`config.mk`:
```
export PLATFORM = sky130hd
export DESIGN_NAME = adc_out_core
export DESIGN_NICKNAME = d
export VERILOG_FILES = /design/src/verilog/adc_out_pkg.sv /design/src/verilog/adc_delay_mem.sv /design/src/verilog/adc_out_core.sv
export SDC_FILE = /design/constraint.sdc
export NUM_CORES = 1
export LEC_CHECK = 0
export ABC_AREA = 1
export BUFFER_PORTS_ARGS = -buffer_cell sky130_fd_sc_hd__buf_2
export CORE_MARGIN = 2
export CORE_UTILIZATION = 65
export CTS_BUF_LIST = sky130_fd_sc_hd__clkbuf_16
export DETAILED_ROUTE_END_ITERATION = 10
export PLACE_DENSITY_LB_ADDON = 0.08
export RECOVER_POWER = 100
export REMOVE_ABC_BUFFERS = 1
export SYNTH_ARGS = -nofsm -noshare
export SYNTH_HDL_FRONTEND = slang
export SYNTH_HIERARCHICAL = 1
export SYNTH_SLANG_ARGS = --single-unit
```
`constraint.sdc`:
```
create_clock -name CLK -period 8.2 [get_ports CLK]
set_input_delay 0 -clock CLK [delete_from_list [all_inputs] [get_ports CLK]]
set_output_delay 0 -clock CLK [all_outputs]
set_load 0.02 [all_outputs]
```
`src/verilog/adc_out_pkg.sv`:
```
package adc_out_pkg;

  // ---------------------------------------------------------------
  // Widths and codes
  // ---------------------------------------------------------------
  localparam int           WORD_W      = 12;
  localparam int           IN_W        = 13;
  localparam int           DIFF_W      = 14;
  localparam int           LATENCY     = 11;
  localparam int           PTR_W       = 4;
  localparam logic [11:0]  CODE_MAX    = 12'hfff;
  localparam logic [11:0]  CODE_MIN    = 12'h000;
  localparam logic [11:0]  MSB_FLIP    = 12'h800;
  localparam logic [13:0]  MID_OFFSET  = 14'h0800;
  localparam logic [13:0]  POS_LIMIT   = 14'h07ff;
  localparam logic [13:0]  NEG_LIMIT   = 14'h3800;
  localparam logic [3:0]   PTR_LAST    = 4'ha;
  localparam logic [3:0]   FILL_FULL   = 4'hb;

  // ---------------------------------------------------------------
  // Timing
  // ---------------------------------------------------------------
  localparam int           CLK_MHZ          = 100;
  localparam int           SAMPLE_MIN_MHZ   = 20;
  localparam int           GAP_MAX_CYCLES   = CLK_MHZ / SAMPLE_MIN_MHZ;
  localparam logic [7:0]   GAP_MAX          = 8'(GAP_MAX_CYCLES);

  typedef struct packed {
    logic        ovr;
    logic [11:0] code;
  } word_s;

endpackage : adc_out_pkg

```
`src/verilog/adc_delay_mem.sv`:
```
`timescale 1ns/100ps
`default_nettype none
module adc_delay_mem
  import adc_out_pkg::*;
(
  // Clock
  input  wire logic              clk,
  // Write side
  input  wire logic              wr_en,
  input  wire logic [PTR_W-1:0]  addr,
  input  wire word_s             wr_data,
  // Read side
  output word_s                  rd_data
);

  word_s mem [0:LATENCY-1];

  // ---------------------------------------------------------------
  // Read-before-write: the slot returns the word stored one lap ago.
  // ---------------------------------------------------------------
  always_ff @(posedge clk) begin
    if (wr_en) begin
      rd_data   <= mem[addr];
      mem[addr] <= wr_data;
    end
  end

endmodule : adc_delay_mem
`default_nettype wire

```
`src/verilog/adc_out_core.sv`:
```
// Notes on behaviour
// - Sample input on every sampling clock rise.
// - Divided mode samples every second rise only.
// - Divide select low halves rate, high disables.
// - Undriven divide select reads low, dividing.
// - Word appears eleven samples after capture.
// - Twelve-bit word, each bit as true/complement pair.
// - Format select low two's complement, high offset.
// - Undriven format select gives two's complement.
// - Over-range pair flags beyond either full scale.
// - Offset binary full scale and midscale codes.
// - Two's complement full scale and midscale codes.
// - Beyond range clamps to full scale code.
// - Duty equalizer always on; clock above 20MHz.
// - Forward a differential data clock with words.
`timescale 1ns/100ps
`default_nettype none
module adc_out_core
  import adc_out_pkg::*;
(
  // Clock and reset
  input  wire logic              CLK,
  input  wire logic              RST_B,
  // Sampling clock pins
  input  wire logic              SAMPLE_CLOCK_TRUE,
  input  wire logic              SAMPLE_CLOCK_COMP,
  // Quantised analog inputs
  input  wire logic [IN_W-1:0]   ANALOG_IN_POS,
  input  wire logic [IN_W-1:0]   ANALOG_IN_NEG,
  // Static configuration pins
  input  wire logic              HALF_RATE_SELECT,
  input  wire logic              HALF_RATE_SELECT_DRIVEN,
  input  wire logic              FORMAT_SELECT,
  input  wire logic              FORMAT_SELECT_DRIVEN,
  // Output word pairs
  output logic [WORD_W-1:0]      SAMPLE_WORD_TRUE,
  output logic [WORD_W-1:0]      SAMPLE_WORD_COMP,
  output logic                   OVER_RANGE_TRUE,
  output logic                   OVER_RANGE_COMP,
  // Forwarded data clock and status
  output logic                   DATA_CLOCK_OUT_TRUE,
  output logic                   DATA_CLOCK_OUT_COMP,
  output logic                   CLOCK_TOO_SLOW
);

  // ---------------------------------------------------------------
  // Encoding
  // ---------------------------------------------------------------
  function automatic word_s encode(input logic [DIFF_W-1:0] diff, input logic offset_bin);
    word_s w;
    logic [DIFF_W-1:0] biased;
    w      = '0;
    biased = diff + MID_OFFSET;
    if (!diff[DIFF_W-1] && diff > POS_LIMIT) begin
      w.ovr  = 1'b1;
      w.code = CODE_MAX;
    end else if (diff[DIFF_W-1] && diff < NEG_LIMIT) begin
      w.ovr  = 1'b1;
      w.code = CODE_MIN;
    end else begin
      w.code = biased[WORD_W-1:0];
    end
    if (!offset_bin) begin
      w.code = w.code ^ MSB_FLIP;
    end
    return w;
  endfunction : encode

  // ---------------------------------------------------------------
  // Pin synchronisers
  // ---------------------------------------------------------------
  logic [1:0]        clkt_s, sample_clock_comp_s, hrs_s, hrd_s, fs_s, fsd_s;
  logic [IN_W-1:0]   pos_s1, pos_s2, neg_s1, neg_s2;
  logic              clk_hi_r;

  always_ff @(posedge CLK) begin
    clkt_s <= {clkt_s[0], SAMPLE_CLOCK_TRUE};
    sample_clock_comp_s <= {sample_clock_comp_s[0], SAMPLE_CLOCK_COMP};
    hrs_s  <= {hrs_s[0], HALF_RATE_SELECT};
    hrd_s  <= {hrd_s[0], HALF_RATE_SELECT_DRIVEN};
    fs_s   <= {fs_s[0], FORMAT_SELECT};
    fsd_s  <= {fsd_s[0], FORMAT_SELECT_DRIVEN};
    pos_s1 <= ANALOG_IN_POS;
    pos_s2 <= pos_s1;
    neg_s1 <= ANALOG_IN_NEG;
    neg_s2 <= neg_s1;
  end

  // Only the rising transition matters, so the input duty cycle is irrelevant.
  logic clk_hi;
  logic clk_rise;
  assign clk_hi   = clkt_s[1] & ~sample_clock_comp_s[1];
  assign clk_rise = clk_hi & ~clk_hi_r;

  always_ff @(posedge CLK) begin
    if (!RST_B) begin
      // Reset as if already high, so a pin left high gives no false rise.
      clk_hi_r <= 1'b1;
    end else begin
      clk_hi_r <= clk_hi;
    end
  end

  // ---------------------------------------------------------------
  // Mode decode: an undriven pin reads as its pull-down level
  // ---------------------------------------------------------------
  logic div_mode;
  logic offset_bin;
  assign div_mode   = ~(hrd_s[1] & hrs_s[1]);
  assign offset_bin = fsd_s[1] & fs_s[1];

  // ---------------------------------------------------------------
  // Sample strobe and divide phase
  // ---------------------------------------------------------------
  logic phase_r;
  logic strobe;
  assign strobe = clk_rise & (~div_mode | ~phase_r);

  always_ff @(posedge CLK) begin
    if (!RST_B) begin
      phase_r <= 1'b0;
    end else if (!div_mode) begin
      phase_r <= 1'b0;
    end else if (clk_rise) begin
      phase_r <= ~phase_r;
    end
  end

  // ---------------------------------------------------------------
  // Clock rate watch
  // ---------------------------------------------------------------
  logic [7:0] gap_r;

  always_ff @(posedge CLK) begin
    if (!RST_B) begin
      gap_r          <= 8'h00;
      CLOCK_TOO_SLOW <= 1'b0;
    end else if (clk_rise) begin
      gap_r          <= 8'h00;
      CLOCK_TOO_SLOW <= 1'b0;
    end else begin
      if (gap_r != 8'hff) begin
        gap_r <= gap_r + 8'h01;
      end
      if (gap_r >= GAP_MAX) begin
        CLOCK_TOO_SLOW <= 1'b1;
      end
    end
  end

  // ---------------------------------------------------------------
  // Pipeline latency
  // ---------------------------------------------------------------
  logic [PTR_W-1:0]  ptr_r;
  logic [3:0]        fill_r;
  logic              rd_valid_r;
  word_s             enc_word;
  word_s             late_word;
  assign enc_word = encode(DIFF_W'({1'b0, pos_s2} - {1'b0, neg_s2}), offset_bin);

  adc_delay_mem u_mem (
    .clk     (CLK),
    .wr_en   (strobe),
    .addr    (ptr_r),
    .wr_data (enc_word),
    .rd_data (late_word)
  );

  always_ff @(posedge CLK) begin
    if (!RST_B) begin
      ptr_r      <= '0;
      fill_r     <= 4'h0;
      rd_valid_r <= 1'b0;
    end else begin
      rd_valid_r <= strobe && fill_r == FILL_FULL;
      if (strobe) begin
        ptr_r <= (ptr_r == PTR_LAST) ? '0 : ptr_r + 4'h1;
        if (fill_r != FILL_FULL) begin
          fill_r <= fill_r + 4'h1;
        end
      end
    end
  end

  // ---------------------------------------------------------------
  // Output word and data clock
  // ---------------------------------------------------------------
  logic upd_r;

  always_ff @(posedge CLK) begin
    if (!RST_B) begin
      SAMPLE_WORD_TRUE <= '0;
      SAMPLE_WORD_COMP <= '1;
      OVER_RANGE_TRUE  <= 1'b0;
      OVER_RANGE_COMP  <= 1'b1;
      upd_r            <= 1'b0;
    end else begin
      upd_r <= rd_valid_r;
      if (rd_valid_r) begin
        SAMPLE_WORD_TRUE <= late_word.code;
        SAMPLE_WORD_COMP <= ~late_word.code;
        OVER_RANGE_TRUE  <= late_word.ovr;
        OVER_RANGE_COMP  <= ~late_word.ovr;
      end
    end
  end

  // The rise follows each word update, ready for the receiver to latch.
  always_ff @(posedge CLK) begin
    if (!RST_B) begin
      DATA_CLOCK_OUT_TRUE <= 1'b0;
      DATA_CLOCK_OUT_COMP <= 1'b1;
    end else if (upd_r) begin
      DATA_CLOCK_OUT_TRUE <= 1'b1;
      DATA_CLOCK_OUT_COMP <= 1'b0;
    end else if (rd_valid_r) begin
      DATA_CLOCK_OUT_TRUE <= 1'b0;
      DATA_CLOCK_OUT_COMP <= 1'b1;
    end
  end

  // ---------------------------------------------------------------
  // Checks
  // ---------------------------------------------------------------
  a_sample_every_rise: assert property (@(posedge CLK) disable iff (!RST_B)
    clk_rise && !div_mode |-> strobe) else $error("rise not sampled");
  a_div_skip_rise: assert property (@(posedge CLK) disable iff (!RST_B)
    clk_rise && div_mode && phase_r |-> !strobe) else $error("divided mode sampled twice");
  a_div_select_high: assert property (@(posedge CLK) disable iff (!RST_B)
    hrd_s[1] && hrs_s[1] && clk_rise |-> strobe) else $error("undivided rise lost");
  a_div_default_on: assert property (@(posedge CLK) disable iff (!RST_B)
    !hrd_s[1] && clk_rise && phase_r |-> !strobe) else $error("undriven select not dividing");
  a_latency_update: assert property (@(posedge CLK) disable iff (!RST_B)
    strobe && fill_r == FILL_FULL |-> ##2 upd_r ##1 DATA_CLOCK_OUT_TRUE)
    else $error("word update timing wrong");
  a_word_pairs: assert property (@(posedge CLK) disable iff (!RST_B)
    SAMPLE_WORD_COMP == ~SAMPLE_WORD_TRUE) else $error("word pair mismatch");
  a_range_pair: assert property (@(posedge CLK) disable iff (!RST_B)
    OVER_RANGE_COMP == !OVER_RANGE_TRUE) else $error("range pair mismatch");
  a_offset_clamp: assert property (@(posedge CLK) disable iff (!RST_B)
    offset_bin && enc_word.ovr |-> enc_word.code == CODE_MAX || enc_word.code == CODE_MIN)
    else $error("offset clamp wrong");
  a_twos_clamp: assert property (@(posedge CLK) disable iff (!RST_B)
    !offset_bin && enc_word.ovr |->
    enc_word.code == (enc_word.code[11] ? (CODE_MIN ^ MSB_FLIP) : (CODE_MAX ^ MSB_FLIP)))
    else $error("twos clamp wrong");
  a_data_clock_rise: assert property (@(posedge CLK) disable iff (!RST_B)
    rd_valid_r |=> !DATA_CLOCK_OUT_TRUE || $past(upd_r) ##1 DATA_CLOCK_OUT_TRUE)
    else $error("data clock missing rise");

endmodule : adc_out_core
`default_nettype wire

```
==> metrics.txt, run 1 <==
# TYPE chip_impl_metric gauge
chip_impl_info{name="status",value="complete, but fails checks"} 1
chip_impl_info{name="violations",value="max-capacitance violations, max-slew violations"} 1
chip_impl_info{name="grt_setup_unrepaired",value="no"} 1
chip_impl_info{name="synthMostInstantiatedCell",value="sky130_fd_sc_hd__nand2_1"} 1
chip_impl_metric{name="dieArea",unit="um^2"} 16900
chip_impl_metric{name="clock_tree.buffer_depth",unit=""} 3
chip_impl_metric{name="grt_pass1_vias",unit=""} 6661
chip_impl_info{name="cp_slowest_cell",value="sky130_fd_sc_hd__clkbuf_1"} 1
chip_impl_metric{name="holdWs",unit="ps"} 106
chip_impl_metric{name="core_region_area",unit="um^2"} 15700
chip_impl_metric{name="maxSlewViolCount",unit=""} 100
chip_impl_metric{name="cts_hold_repair.buffers",unit=""} 33
chip_impl_metric{name="hold_violations",unit=""} 0
chip_impl_info{name="worst_setup_path_start_kind",value="flop"} 1
chip_impl_metric{name="grt_max_degree",unit=""} 72
chip_impl_metric{name="globalRouteTotalUtil",unit=""} 0.264
chip_impl_metric{name="yosysSeqAreaShare",unit=""} 0.675
chip_impl_metric{name="number_of_enable_flip_flop_cells_after_synthesis",unit=""} 156
chip_impl_metric{name="cp.required",unit="ps"} 8310
chip_impl_metric{name="min_path_cells",unit=""} 2
chip_impl_metric{name="numCtsBuffers",unit=""} 26
chip_impl_metric{name="initial_core_util",unit=""} 0.658
chip_impl_metric{name="routed-via-count",unit=""} 7073
chip_impl_metric{name="period_needed",unit="ps"} 5020
chip_impl_metric{name="syn-instance-count",unit=""} 986
chip_impl_metric{name="ctsResizeCount",unit=""} 0
chip_impl_metric{name="place.detailed.hpwl",unit="mm"} 13.3
chip_impl_metric{name="synthesis.yosys.warnings",unit=""} 6
chip_impl_metric{name="grt_overflow",unit=""} 0
chip_impl_info{name="worst_hold_path_type",value="in -> reg"} 1
chip_impl_info{name="timing.critical_path.cells",value="clkbuf_1 -> nand2_1 -> nor3_1"} 1
chip_impl_info{name="largest_delay_contributor_family_on_the_critical_path",value="buffers and inverters"} 1
chip_impl_metric{name="row_count",unit=""} 46
chip_impl_metric{name="leakagePower",unit="nW"} 4.87
chip_impl_metric{name="power.density",unit="nW/um^2"} 246
chip_impl_metric{name="final_core_utilization",unit=""} 0.751
chip_impl_metric{name="antenna_found_initial",unit=""} 0
chip_impl_metric{name="worst_slew_margin_rel",unit=""} -1.19
chip_impl_metric{name="cp_num_buf_inv",unit=""} 1
chip_impl_metric{name="antenna-diode-count",unit=""} 0
chip_impl_metric{name="clk_transition_reported_paths",unit="ps"} 60
chip_impl_info{name="ys_top_cells_by_count",value="381 x sky130_fd_sc_hd__nand2_1, 156 x sky130_fd_sc_hd__edfxtp_1, 113 x sky130_fd_sc_hd__dfxtp_1"} 1
chip_impl_metric{name="drc_errors",unit=""} 0
chip_impl_metric{name="peakVddDrop",unit="uV"} 217
chip_impl_metric{name="fp.dieW",unit="um"} 130
chip_impl_metric{name="cp.depth",unit=""} 3
chip_impl_metric{name="buffers_on_ports",unit=""} 62
chip_impl_metric{name="viasPerCell",unit=""} 5.38
chip_impl_metric{name="number_of_h_tree_levels",unit=""} 1
chip_impl_metric{name="fraction_of_final_layout_cells_sized_beyond_drive_strength_1",unit=""} 0.0810
chip_impl_metric{name="clock.fmax",unit="MHz"} 199
chip_impl_metric{name="top_level_port_count",unit=""} 63
chip_impl_metric{name="cts_setup_buffers",unit=""} 0
chip_impl_metric{name="timing.clock.skew",unit="ps"} 14.8
chip_impl_metric{name="detail_route.wl_per_cell",unit="um"} 16.7
chip_impl_info{name="crit_path_end_kind",value="flop"} 1
chip_impl_metric{name="worst-r2r-cell-count",unit=""} 3
chip_impl_metric{name="detailedRoute.firstIterationViolations",unit=""} 641
chip_impl_metric{name="max_slew.worst_pin.slew",unit="ps"} 3290
chip_impl_metric{name="grt_first_pass_wirelength",unit="mm"} 33.9
chip_impl_metric{name="synth_area_per_cell",unit="um^2"} 10.4
chip_impl_metric{name="first_pass_iters",unit=""} 5
chip_impl_info{name="synthDominantAreaCellType",value="sky130_fd_sc_hd__edfxtp_1"} 1
chip_impl_info{name="cts_root_buffer",value="sky130_fd_sc_hd__clkbuf_16"} 1
chip_impl_metric{name="timing.critical_path.fanout_max",unit=""} 71
chip_impl_metric{name="synth.ff_latch_count",unit=""} 269
chip_impl_metric{name="nNetsFinal",unit=""} 1133
chip_impl_metric{name="drv_cap",unit=""} 3
chip_impl_metric{name="synthesis.area",unit="um^2"} 10300
chip_impl_info{name="dominantRegCellSynth",value="sky130_fd_sc_hd__edfxtp_1"} 1
chip_impl_metric{name="cp_data_arrival_time",unit="ps"} 5120
chip_impl_metric{name="place.gp.congestion",unit=""} 0.905
chip_impl_metric{name="die_y",unit="um"} 130
chip_impl_info{name="tritoncts",value="yes"} 1
chip_impl_metric{name="yosys.cell_types.count",unit=""} 40
chip_impl_metric{name="fin_setup_tns",unit="ps"} 0
chip_impl_metric{name="finalSetupViolCount",unit=""} 0
chip_impl_metric{name="layout-area-overhead-vs-synth",unit="%"} 14.1
chip_impl_metric{name="routed_wl",unit="mm"} 22.0
chip_impl_metric{name="clock_sink_count",unit=""} 269
chip_impl_metric{name="yosysTopAreaCellShare",unit=""} 0.455
chip_impl_metric{name="clock_latency_at_the_later_pin_of_the_worst_skew_pair",unit="ps"} 530
chip_impl_metric{name="number_of_nets_still_failing_antenna_checks_after_routing",unit=""} 0
chip_impl_info{name="synth_area_leaders",value="sky130_fd_sc_hd__edfxtp_1 45%, sky130_fd_sc_hd__dfxtp_1 22%, sky130_fd_sc_hd__nand2_1 14%"} 1
chip_impl_metric{name="critical_path.max_stage_delay",unit="ps"} 2290
chip_impl_metric{name="power",unit="mW"} 2.90
chip_impl_info{name="crit_type",value="reg -> reg"} 1
chip_impl_metric{name="asyncSetResetFlopFracSynth",unit=""} 0
chip_impl_metric{name="min_period_over_period",unit=""} 0.612
## per-layer routing
layer	wire length, um	GRT usage	vias up	share of wire
met4	605	0.0879	0	0.028
met5	0	0	-	0
met3	1670	0.0422	48	0.076
met1	8750	0.344	3318	0.40
li1	-	-	3427	-
met2	10900	0.457	280	0.50
## placed cells by master, fill, tap and decap left out, types with 4 or more instances in the layout
master	Yosys	layout
sky130_fd_sc_hd__edfxtp_1	156	156
sky130_fd_sc_hd__dlygate4sd3_1	0	33
sky130_fd_sc_hd__o21ai_0	23	24
sky130_fd_sc_hd__buf_2	14	29
sky130_fd_sc_hd__clkbuf_1	7	37
sky130_fd_sc_hd__ha_1	17	17
sky130_fd_sc_hd__xnor2_1	5	5
sky130_fd_sc_hd__nand2_1	381	382
sky130_fd_sc_hd__xor2_1	5	5
sky130_fd_sc_hd__nor3_1	7	8
sky130_fd_sc_hd__a21oi_1	20	22
sky130_fd_sc_hd__nand3_1	54	54
sky130_fd_sc_hd__dfxtp_1	113	112
sky130_fd_sc_hd__clkbuf_16	0	28
sky130_fd_sc_hd__nand2_2	12	11
sky130_fd_sc_hd__nand4_1	6	6
sky130_fd_sc_hd__clkinv_2	0	4
sky130_fd_sc_hd__inv_2	3	5
sky130_fd_sc_hd__nor2_1	50	53
sky130_fd_sc_hd__inv_1	59	68
sky130_fd_sc_hd__a21o_1	13	13
## worst reg2reg max path: cells and delay by family, from the launching register on
kind / cells / cell delay (ps)
simple gates: 2 / 2000
flops: 1 / 310
buf+inv: 1 / 2290
## power by group
part	internal, mW	leakage, nW	total (mW)	switching [mW]
Clock	0.673	0.446	1.15	0.475
Sequential	1.50	2.34	1.51	0.00842
Combinational	0.0639	2.08	0.237	0.173
## worst paths after layout
kind,from,end,slack [ps]
max,ptr_r[0],u_mem/mem[3][9],3180
min,ANALOG_IN_NEG[12],neg_s1[12],110
max reg2reg,ptr_r[0],u_mem/mem[3][9],3180
min reg2reg,neg_s1[8],neg_s2[8],330
## kinds of logic (layout without fill, tap and decap cells)
| kind of cell | count (synthesis) | in the layout | synth area share |
|---|---|---|---|
| and+or+nand+nor | 522 | 522 | 0.207 |
| xor gates and xnor gates | 10 | 10 | 0.00850 |
| AOI/OAI and AO/OA | 70 | 70 | 0.0425 |
| adders and majority gates | 18 | 18 | 0.0226 |
| DFF | 269 | 269 | 0.675 |
| buffers and inverters | 97 | 210 | 0.0446 |
## area by class of cell
class | instances | area [um^2]
Fill cell | 1099 | 3900
Clock buffer | 28 | 701
Timing Repair Buffer | 101 | 629
Sequential cell | 269 | 6950
Multi-Input combinational cell | 620 | 2840
Inverter | 63 | 239
Clock inverter | 18 | 129
Tap cell | 216 | 270
## registers in the layout, summed over array words and instances (netlist names), 4 cells and up
register / count
SAMPLE_WORD_COMP: 12
SAMPLE_WORD_TRUE: 12
fill_r: 4
gap_r: 8
neg_s1: 13
neg_s2: 13
pos_s1: 13
pos_s2: 13
ptr_r: 4
u_mem/mem: 143
u_mem/rd_data: 13
## stage by stage
step                      instance area [um^2]  setup slack [ps]  std cells
final                                    11800              3180       1315
after global routing                     11800              2850       1315
after CTS                                11900              5240       1315
after detailed placement                 10700              5270       1236
after global placement                   10700              5330       1236
after floorplan                          10100              5140        952
Note: power is estimated with default switching activity, not from simulation.
==> run 2, diff against run 1 <==
--- a/config.mk
+++ b/config.mk
@@ -5,10 +5,10 @@
 export SDC_FILE = /design/constraint.sdc
 export NUM_CORES = 1
 export LEC_CHECK = 0
-export ABC_AREA = 1
+export ABC_AREA = 0
 export BUFFER_PORTS_ARGS = -buffer_cell sky130_fd_sc_hd__buf_2
 export CORE_MARGIN = 2
-export CORE_UTILIZATION = 65
+export CORE_UTILIZATION = 54
 export CTS_BUF_LIST = sky130_fd_sc_hd__clkbuf_16
 export DETAILED_ROUTE_END_ITERATION = 10
 export PLACE_DENSITY_LB_ADDON = 0.08
==> constraint.sdc (replaced) <==
create_clock -name CLK -period 4.3 [get_ports CLK]
set_input_delay 0 -clock CLK [delete_from_list [all_inputs] [get_ports CLK]]
set_output_delay 0 -clock CLK [all_outputs]
set_load 0.02 [all_outputs]
==> metrics.txt, run 2 <==
# TYPE chip_impl_metric gauge
chip_impl_metric{name="synth_area_per_cell",unit="um^2"} 14.3
chip_impl_metric{name="first_pass_iters",unit=""} 5
chip_impl_metric{name="detail_route.wl_per_cell",unit="um"} 17.5
chip_impl_metric{name="cp.required",unit="ps"} 4510
chip_impl_info{name="registers.top_by_ff_count",value="u_mem/mem"} 1
chip_impl_info{name="cts_root_buffer",value="sky130_fd_sc_hd__clkbuf_16"} 1
chip_impl_metric{name="globalRouteTotalUtil",unit=""} 0.190
chip_impl_info{name="tritoncts",value="yes"} 1
chip_impl_metric{name="min_period_over_period",unit=""} 0.835
chip_impl_metric{name="buffers_on_ports",unit=""} 62
chip_impl_metric{name="die_y",unit="um"} 141
chip_impl_metric{name="number_of_enable_flip_flop_cells_after_synthesis",unit=""} 156
chip_impl_metric{name="period_needed",unit="ps"} 3590
chip_impl_metric{name="dieArea",unit="um^2"} 19900
chip_impl_metric{name="drc_errors",unit=""} 0
chip_impl_metric{name="top_level_port_count",unit=""} 63
chip_impl_metric{name="cts_hold_repair.buffers",unit=""} 33
chip_impl_metric{name="clock_latency_at_the_later_pin_of_the_worst_skew_pair",unit="ps"} 530
chip_impl_metric{name="finalSetupViolCount",unit=""} 0
chip_impl_metric{name="clock_sink_count",unit=""} 269
chip_impl_metric{name="core_region_area",unit="um^2"} 18600
chip_impl_metric{name="multi_input_comb_area",unit="um^2"} 2880
chip_impl_info{name="synthDominantAreaCellType",value="sky130_fd_sc_hd__edfxtp_1"} 1
chip_impl_metric{name="fp.dieW",unit="um"} 141
chip_impl_metric{name="max_ffs_per_register",unit=""} 143
chip_impl_metric{name="viasPerCell",unit=""} 5.46
chip_impl_info{name="synth_area_leaders",value="sky130_fd_sc_hd__edfxtp_1 46%, sky130_fd_sc_hd__dfxtp_1 22%, sky130_fd_sc_hd__mux2_2 4.1%"} 1
chip_impl_metric{name="final-seq-area",unit="um^2"} 6950
chip_impl_metric{name="number_of_nets_still_failing_antenna_checks_after_routing",unit=""} 0
chip_impl_metric{name="timing.clock.skew",unit="ps"} 17.6
chip_impl_metric{name="yosys.cell_types.count",unit=""} 55
chip_impl_metric{name="grt_pass1_vias",unit=""} 5746
chip_impl_metric{name="clock_tree.buffer_depth",unit=""} 3
chip_impl_info{name="worst_setup_path_start_kind",value="flop"} 1
chip_impl_info{name="dominantRegCellSynth",value="sky130_fd_sc_hd__edfxtp_1"} 1
chip_impl_metric{name="worst_slew_margin_rel",unit=""} -0.258
chip_impl_metric{name="yosysTopAreaCellShare",unit=""} 0.462
chip_impl_metric{name="timing.critical_path.fanout_max",unit=""} 11
chip_impl_metric{name="detailed_place.area",unit="um^2"} 10700
chip_impl_metric{name="routed-via-count",unit=""} 5887
chip_impl_info{name="status",value="complete, but fails checks"} 1
chip_impl_metric{name="peakVddDrop",unit="uV"} 349
chip_impl_metric{name="cts_setup_buffers",unit=""} 0
chip_impl_metric{name="synthesis.area",unit="um^2"} 10100
chip_impl_metric{name="n_fill_cell",unit=""} 1403
chip_impl_metric{name="power.density",unit="nW/um^2"} 481
chip_impl_metric{name="grt_overflow",unit=""} 0
chip_impl_metric{name="leakagePower",unit="nW"} 4.17
chip_impl_metric{name="row_count",unit=""} 50
chip_impl_metric{name="place.gp.congestion",unit=""} 0.799
chip_impl_info{name="crit_type",value="reg -> reg"} 1
chip_impl_info{name="crit_path_end_kind",value="flop"} 1
chip_impl_metric{name="hold_violations",unit=""} 0
chip_impl_metric{name="fraction_of_final_layout_cells_sized_beyond_drive_strength_1",unit=""} 0.172
chip_impl_metric{name="clock.fmax",unit="MHz"} 278
chip_impl_metric{name="clk_transition_reported_paths",unit="ps"} 60
chip_impl_metric{name="maxSlewViolCount",unit=""} 85
chip_impl_metric{name="asyncSetResetFlopFracSynth",unit=""} 0
chip_impl_metric{name="syn-instance-count",unit=""} 710
chip_impl_metric{name="number_of_h_tree_levels",unit=""} 1
chip_impl_metric{name="dp_worst_setup_slack",unit="ps"} 1110
chip_impl_info{name="layout.cells.most_common",value="sky130_fd_sc_hd__edfxtp_1"} 1
chip_impl_info{name="synthMostInstantiatedCell",value="sky130_fd_sc_hd__edfxtp_1"} 1
chip_impl_metric{name="nNetsFinal",unit=""} 874
chip_impl_metric{name="numCtsBuffers",unit=""} 29
chip_impl_metric{name="place.detailed.hpwl",unit="mm"} 11.4
chip_impl_metric{name="cp_data_arrival_time",unit="ps"} 3810
chip_impl_metric{name="power",unit="mW"} 5.71
chip_impl_info{name="grt_setup_unrepaired",value="no"} 1
chip_impl_metric{name="ctsResizeCount",unit=""} 0
chip_impl_metric{name="fin_setup_tns",unit="ps"} 0
chip_impl_metric{name="max_slew.worst_pin.slew",unit="ps"} 1890
chip_impl_metric{name="antenna_found_initial",unit=""} 0
chip_impl_info{name="violations",value="max-capacitance violations, max-slew violations"} 1
chip_impl_metric{name="grt_max_degree",unit=""} 79
chip_impl_metric{name="grt_first_pass_wirelength",unit="mm"} 29.7
chip_impl_metric{name="synthesis.yosys.warnings",unit=""} 6
chip_impl_metric{name="final_instance_area",unit="um^2"} 11900
chip_impl_info{name="most-common-layout-cells",value="156 x sky130_fd_sc_hd__edfxtp_1, 112 x sky130_fd_sc_hd__dfxtp_1, 44 x sky130_fd_sc_hd__nand2_1, 37 x sky130_fd_sc_hd__clkbuf_1, 37 x sky130_fd_sc_hd__mux2_2"} 1
chip_impl_metric{name="detailedRoute.firstIterationViolations",unit=""} 274
chip_impl_metric{name="routed_wl",unit="mm"} 18.8
chip_impl_info{name="worst_hold_path_type",value="in -> reg"} 1
chip_impl_metric{name="antenna-diode-count",unit=""} 0
chip_impl_metric{name="synth.ff_latch_count",unit=""} 269
chip_impl_metric{name="final_core_utilization",unit=""} 0.638
chip_impl_metric{name="drv_cap",unit=""} 2
chip_impl_metric{name="postLayoutSetupSlackWorst",unit="ps"} 708
chip_impl_metric{name="initial_core_util",unit=""} 0.545
chip_impl_metric{name="yosysSeqAreaShare",unit=""} 0.686
chip_impl_metric{name="layout-area-overhead-vs-synth",unit="%"} 17.0
chip_impl_info{name="ys_top_cells_by_count",value="156 x sky130_fd_sc_hd__edfxtp_1, 113 x sky130_fd_sc_hd__dfxtp_1, 44 x sky130_fd_sc_hd__nand2_1"} 1
[run 2: cell types whose count changed in the layout (fill, tap and decap cells not counted), moves of 11 or more]
cell,delta
sky130_fd_sc_hd__nand2_1,-338
sky130_fd_sc_hd__inv_1,-46
sky130_fd_sc_hd__nand3_1,-46
sky130_fd_sc_hd__mux2_2,+37
sky130_fd_sc_hd__nor2_1,-35
sky130_fd_sc_hd__mux2i_1,+28
sky130_fd_sc_hd__nand2b_1,+28
sky130_fd_sc_hd__a21boi_0,+15
sky130_fd_sc_hd__a22o_1,+13
sky130_fd_sc_hd__o211ai_1,+13
sky130_fd_sc_hd__o22ai_1,+13
sky130_fd_sc_hd__a21o_1,-11
sky130_fd_sc_hd__nand2_2,-11
[run 2: worst max-delay path, cell delays in order, from the launching register on]
cell                       delay, ps
sky130_fd_sc_hd__dfxtp_1         300
sky130_fd_sc_hd__inv_1            40
sky130_fd_sc_hd__ha_1            330
sky130_fd_sc_hd__a21oi_1         260
sky130_fd_sc_hd__and2b_1         230
sky130_fd_sc_hd__a221o_1         260
sky130_fd_sc_hd__a211oi_1        830
sky130_fd_sc_hd__o21ai_2         290
sky130_fd_sc_hd__a21oi_1         750
[run 2: path summary, 6_finish.rpt]
check                          from  depth (start not counted)  slack, ps               to
hold / removal    ANALOG_IN_POS[11]                          2        110       pos_s1[11]
setup / recovery         neg_s2[10]                          8        710  u_mem/mem[8][2]
hold reg to reg           neg_s1[8]                          0        320        neg_s2[8]
setup reg to reg         neg_s2[10]                          8        710  u_mem/mem[8][2]
[run 2: where the power goes]
| part | internal [mW] | switching (mW) | total, mW |
|---|---|---|---|
| Combinational | 0.128 | 0.213 | 0.340 |
| Clock | 1.51 | 0.969 | 2.47 |
| Sequential | 2.86 | 0.0277 | 2.89 |
| Total | 4.50 | 1.21 | 5.71 |
[run 2: cell families after synthesis]
family | Yosys count | synth area share
compound gates | 148 | 0.107
xor+xnor | 17 | 0.0147
fa+ha+maj | 18 | 0.0230
buf+inv | 48 | 0.0258
flops | 269 | 0.686
mux | 67 | 0.0717
simple gates | 143 | 0.0720
[run 2: cell type report]
type                    count  share of cell area
multi-input cells         393               0.243
repair buffers            110              0.0581
clock buffers              30              0.0633
flip-flops and latches    269               0.586
well taps                 234              0.0247
inverters                  19             0.00602
clock inverters            23              0.0191
[run 2: per-stage QoR]
stage,hold WS (ps),std cells
finish,107,1078
global route,88.6,1078
CTS,85.7,1078
detailed placement,104,992
global placement,102,992
floorplan,27.7,681
[run 2: metal layers]
layer / part of all wire / vias up / track usage
met2: 0.48 / 168 / 0.323
met5: 0 / - / 0
met1: 0.44 / 2855 / 0.252
met3: 0.055 / 32 / 0.0343
li1: - / 2832 / -
met4: 0.024 / 0 / 0.0553
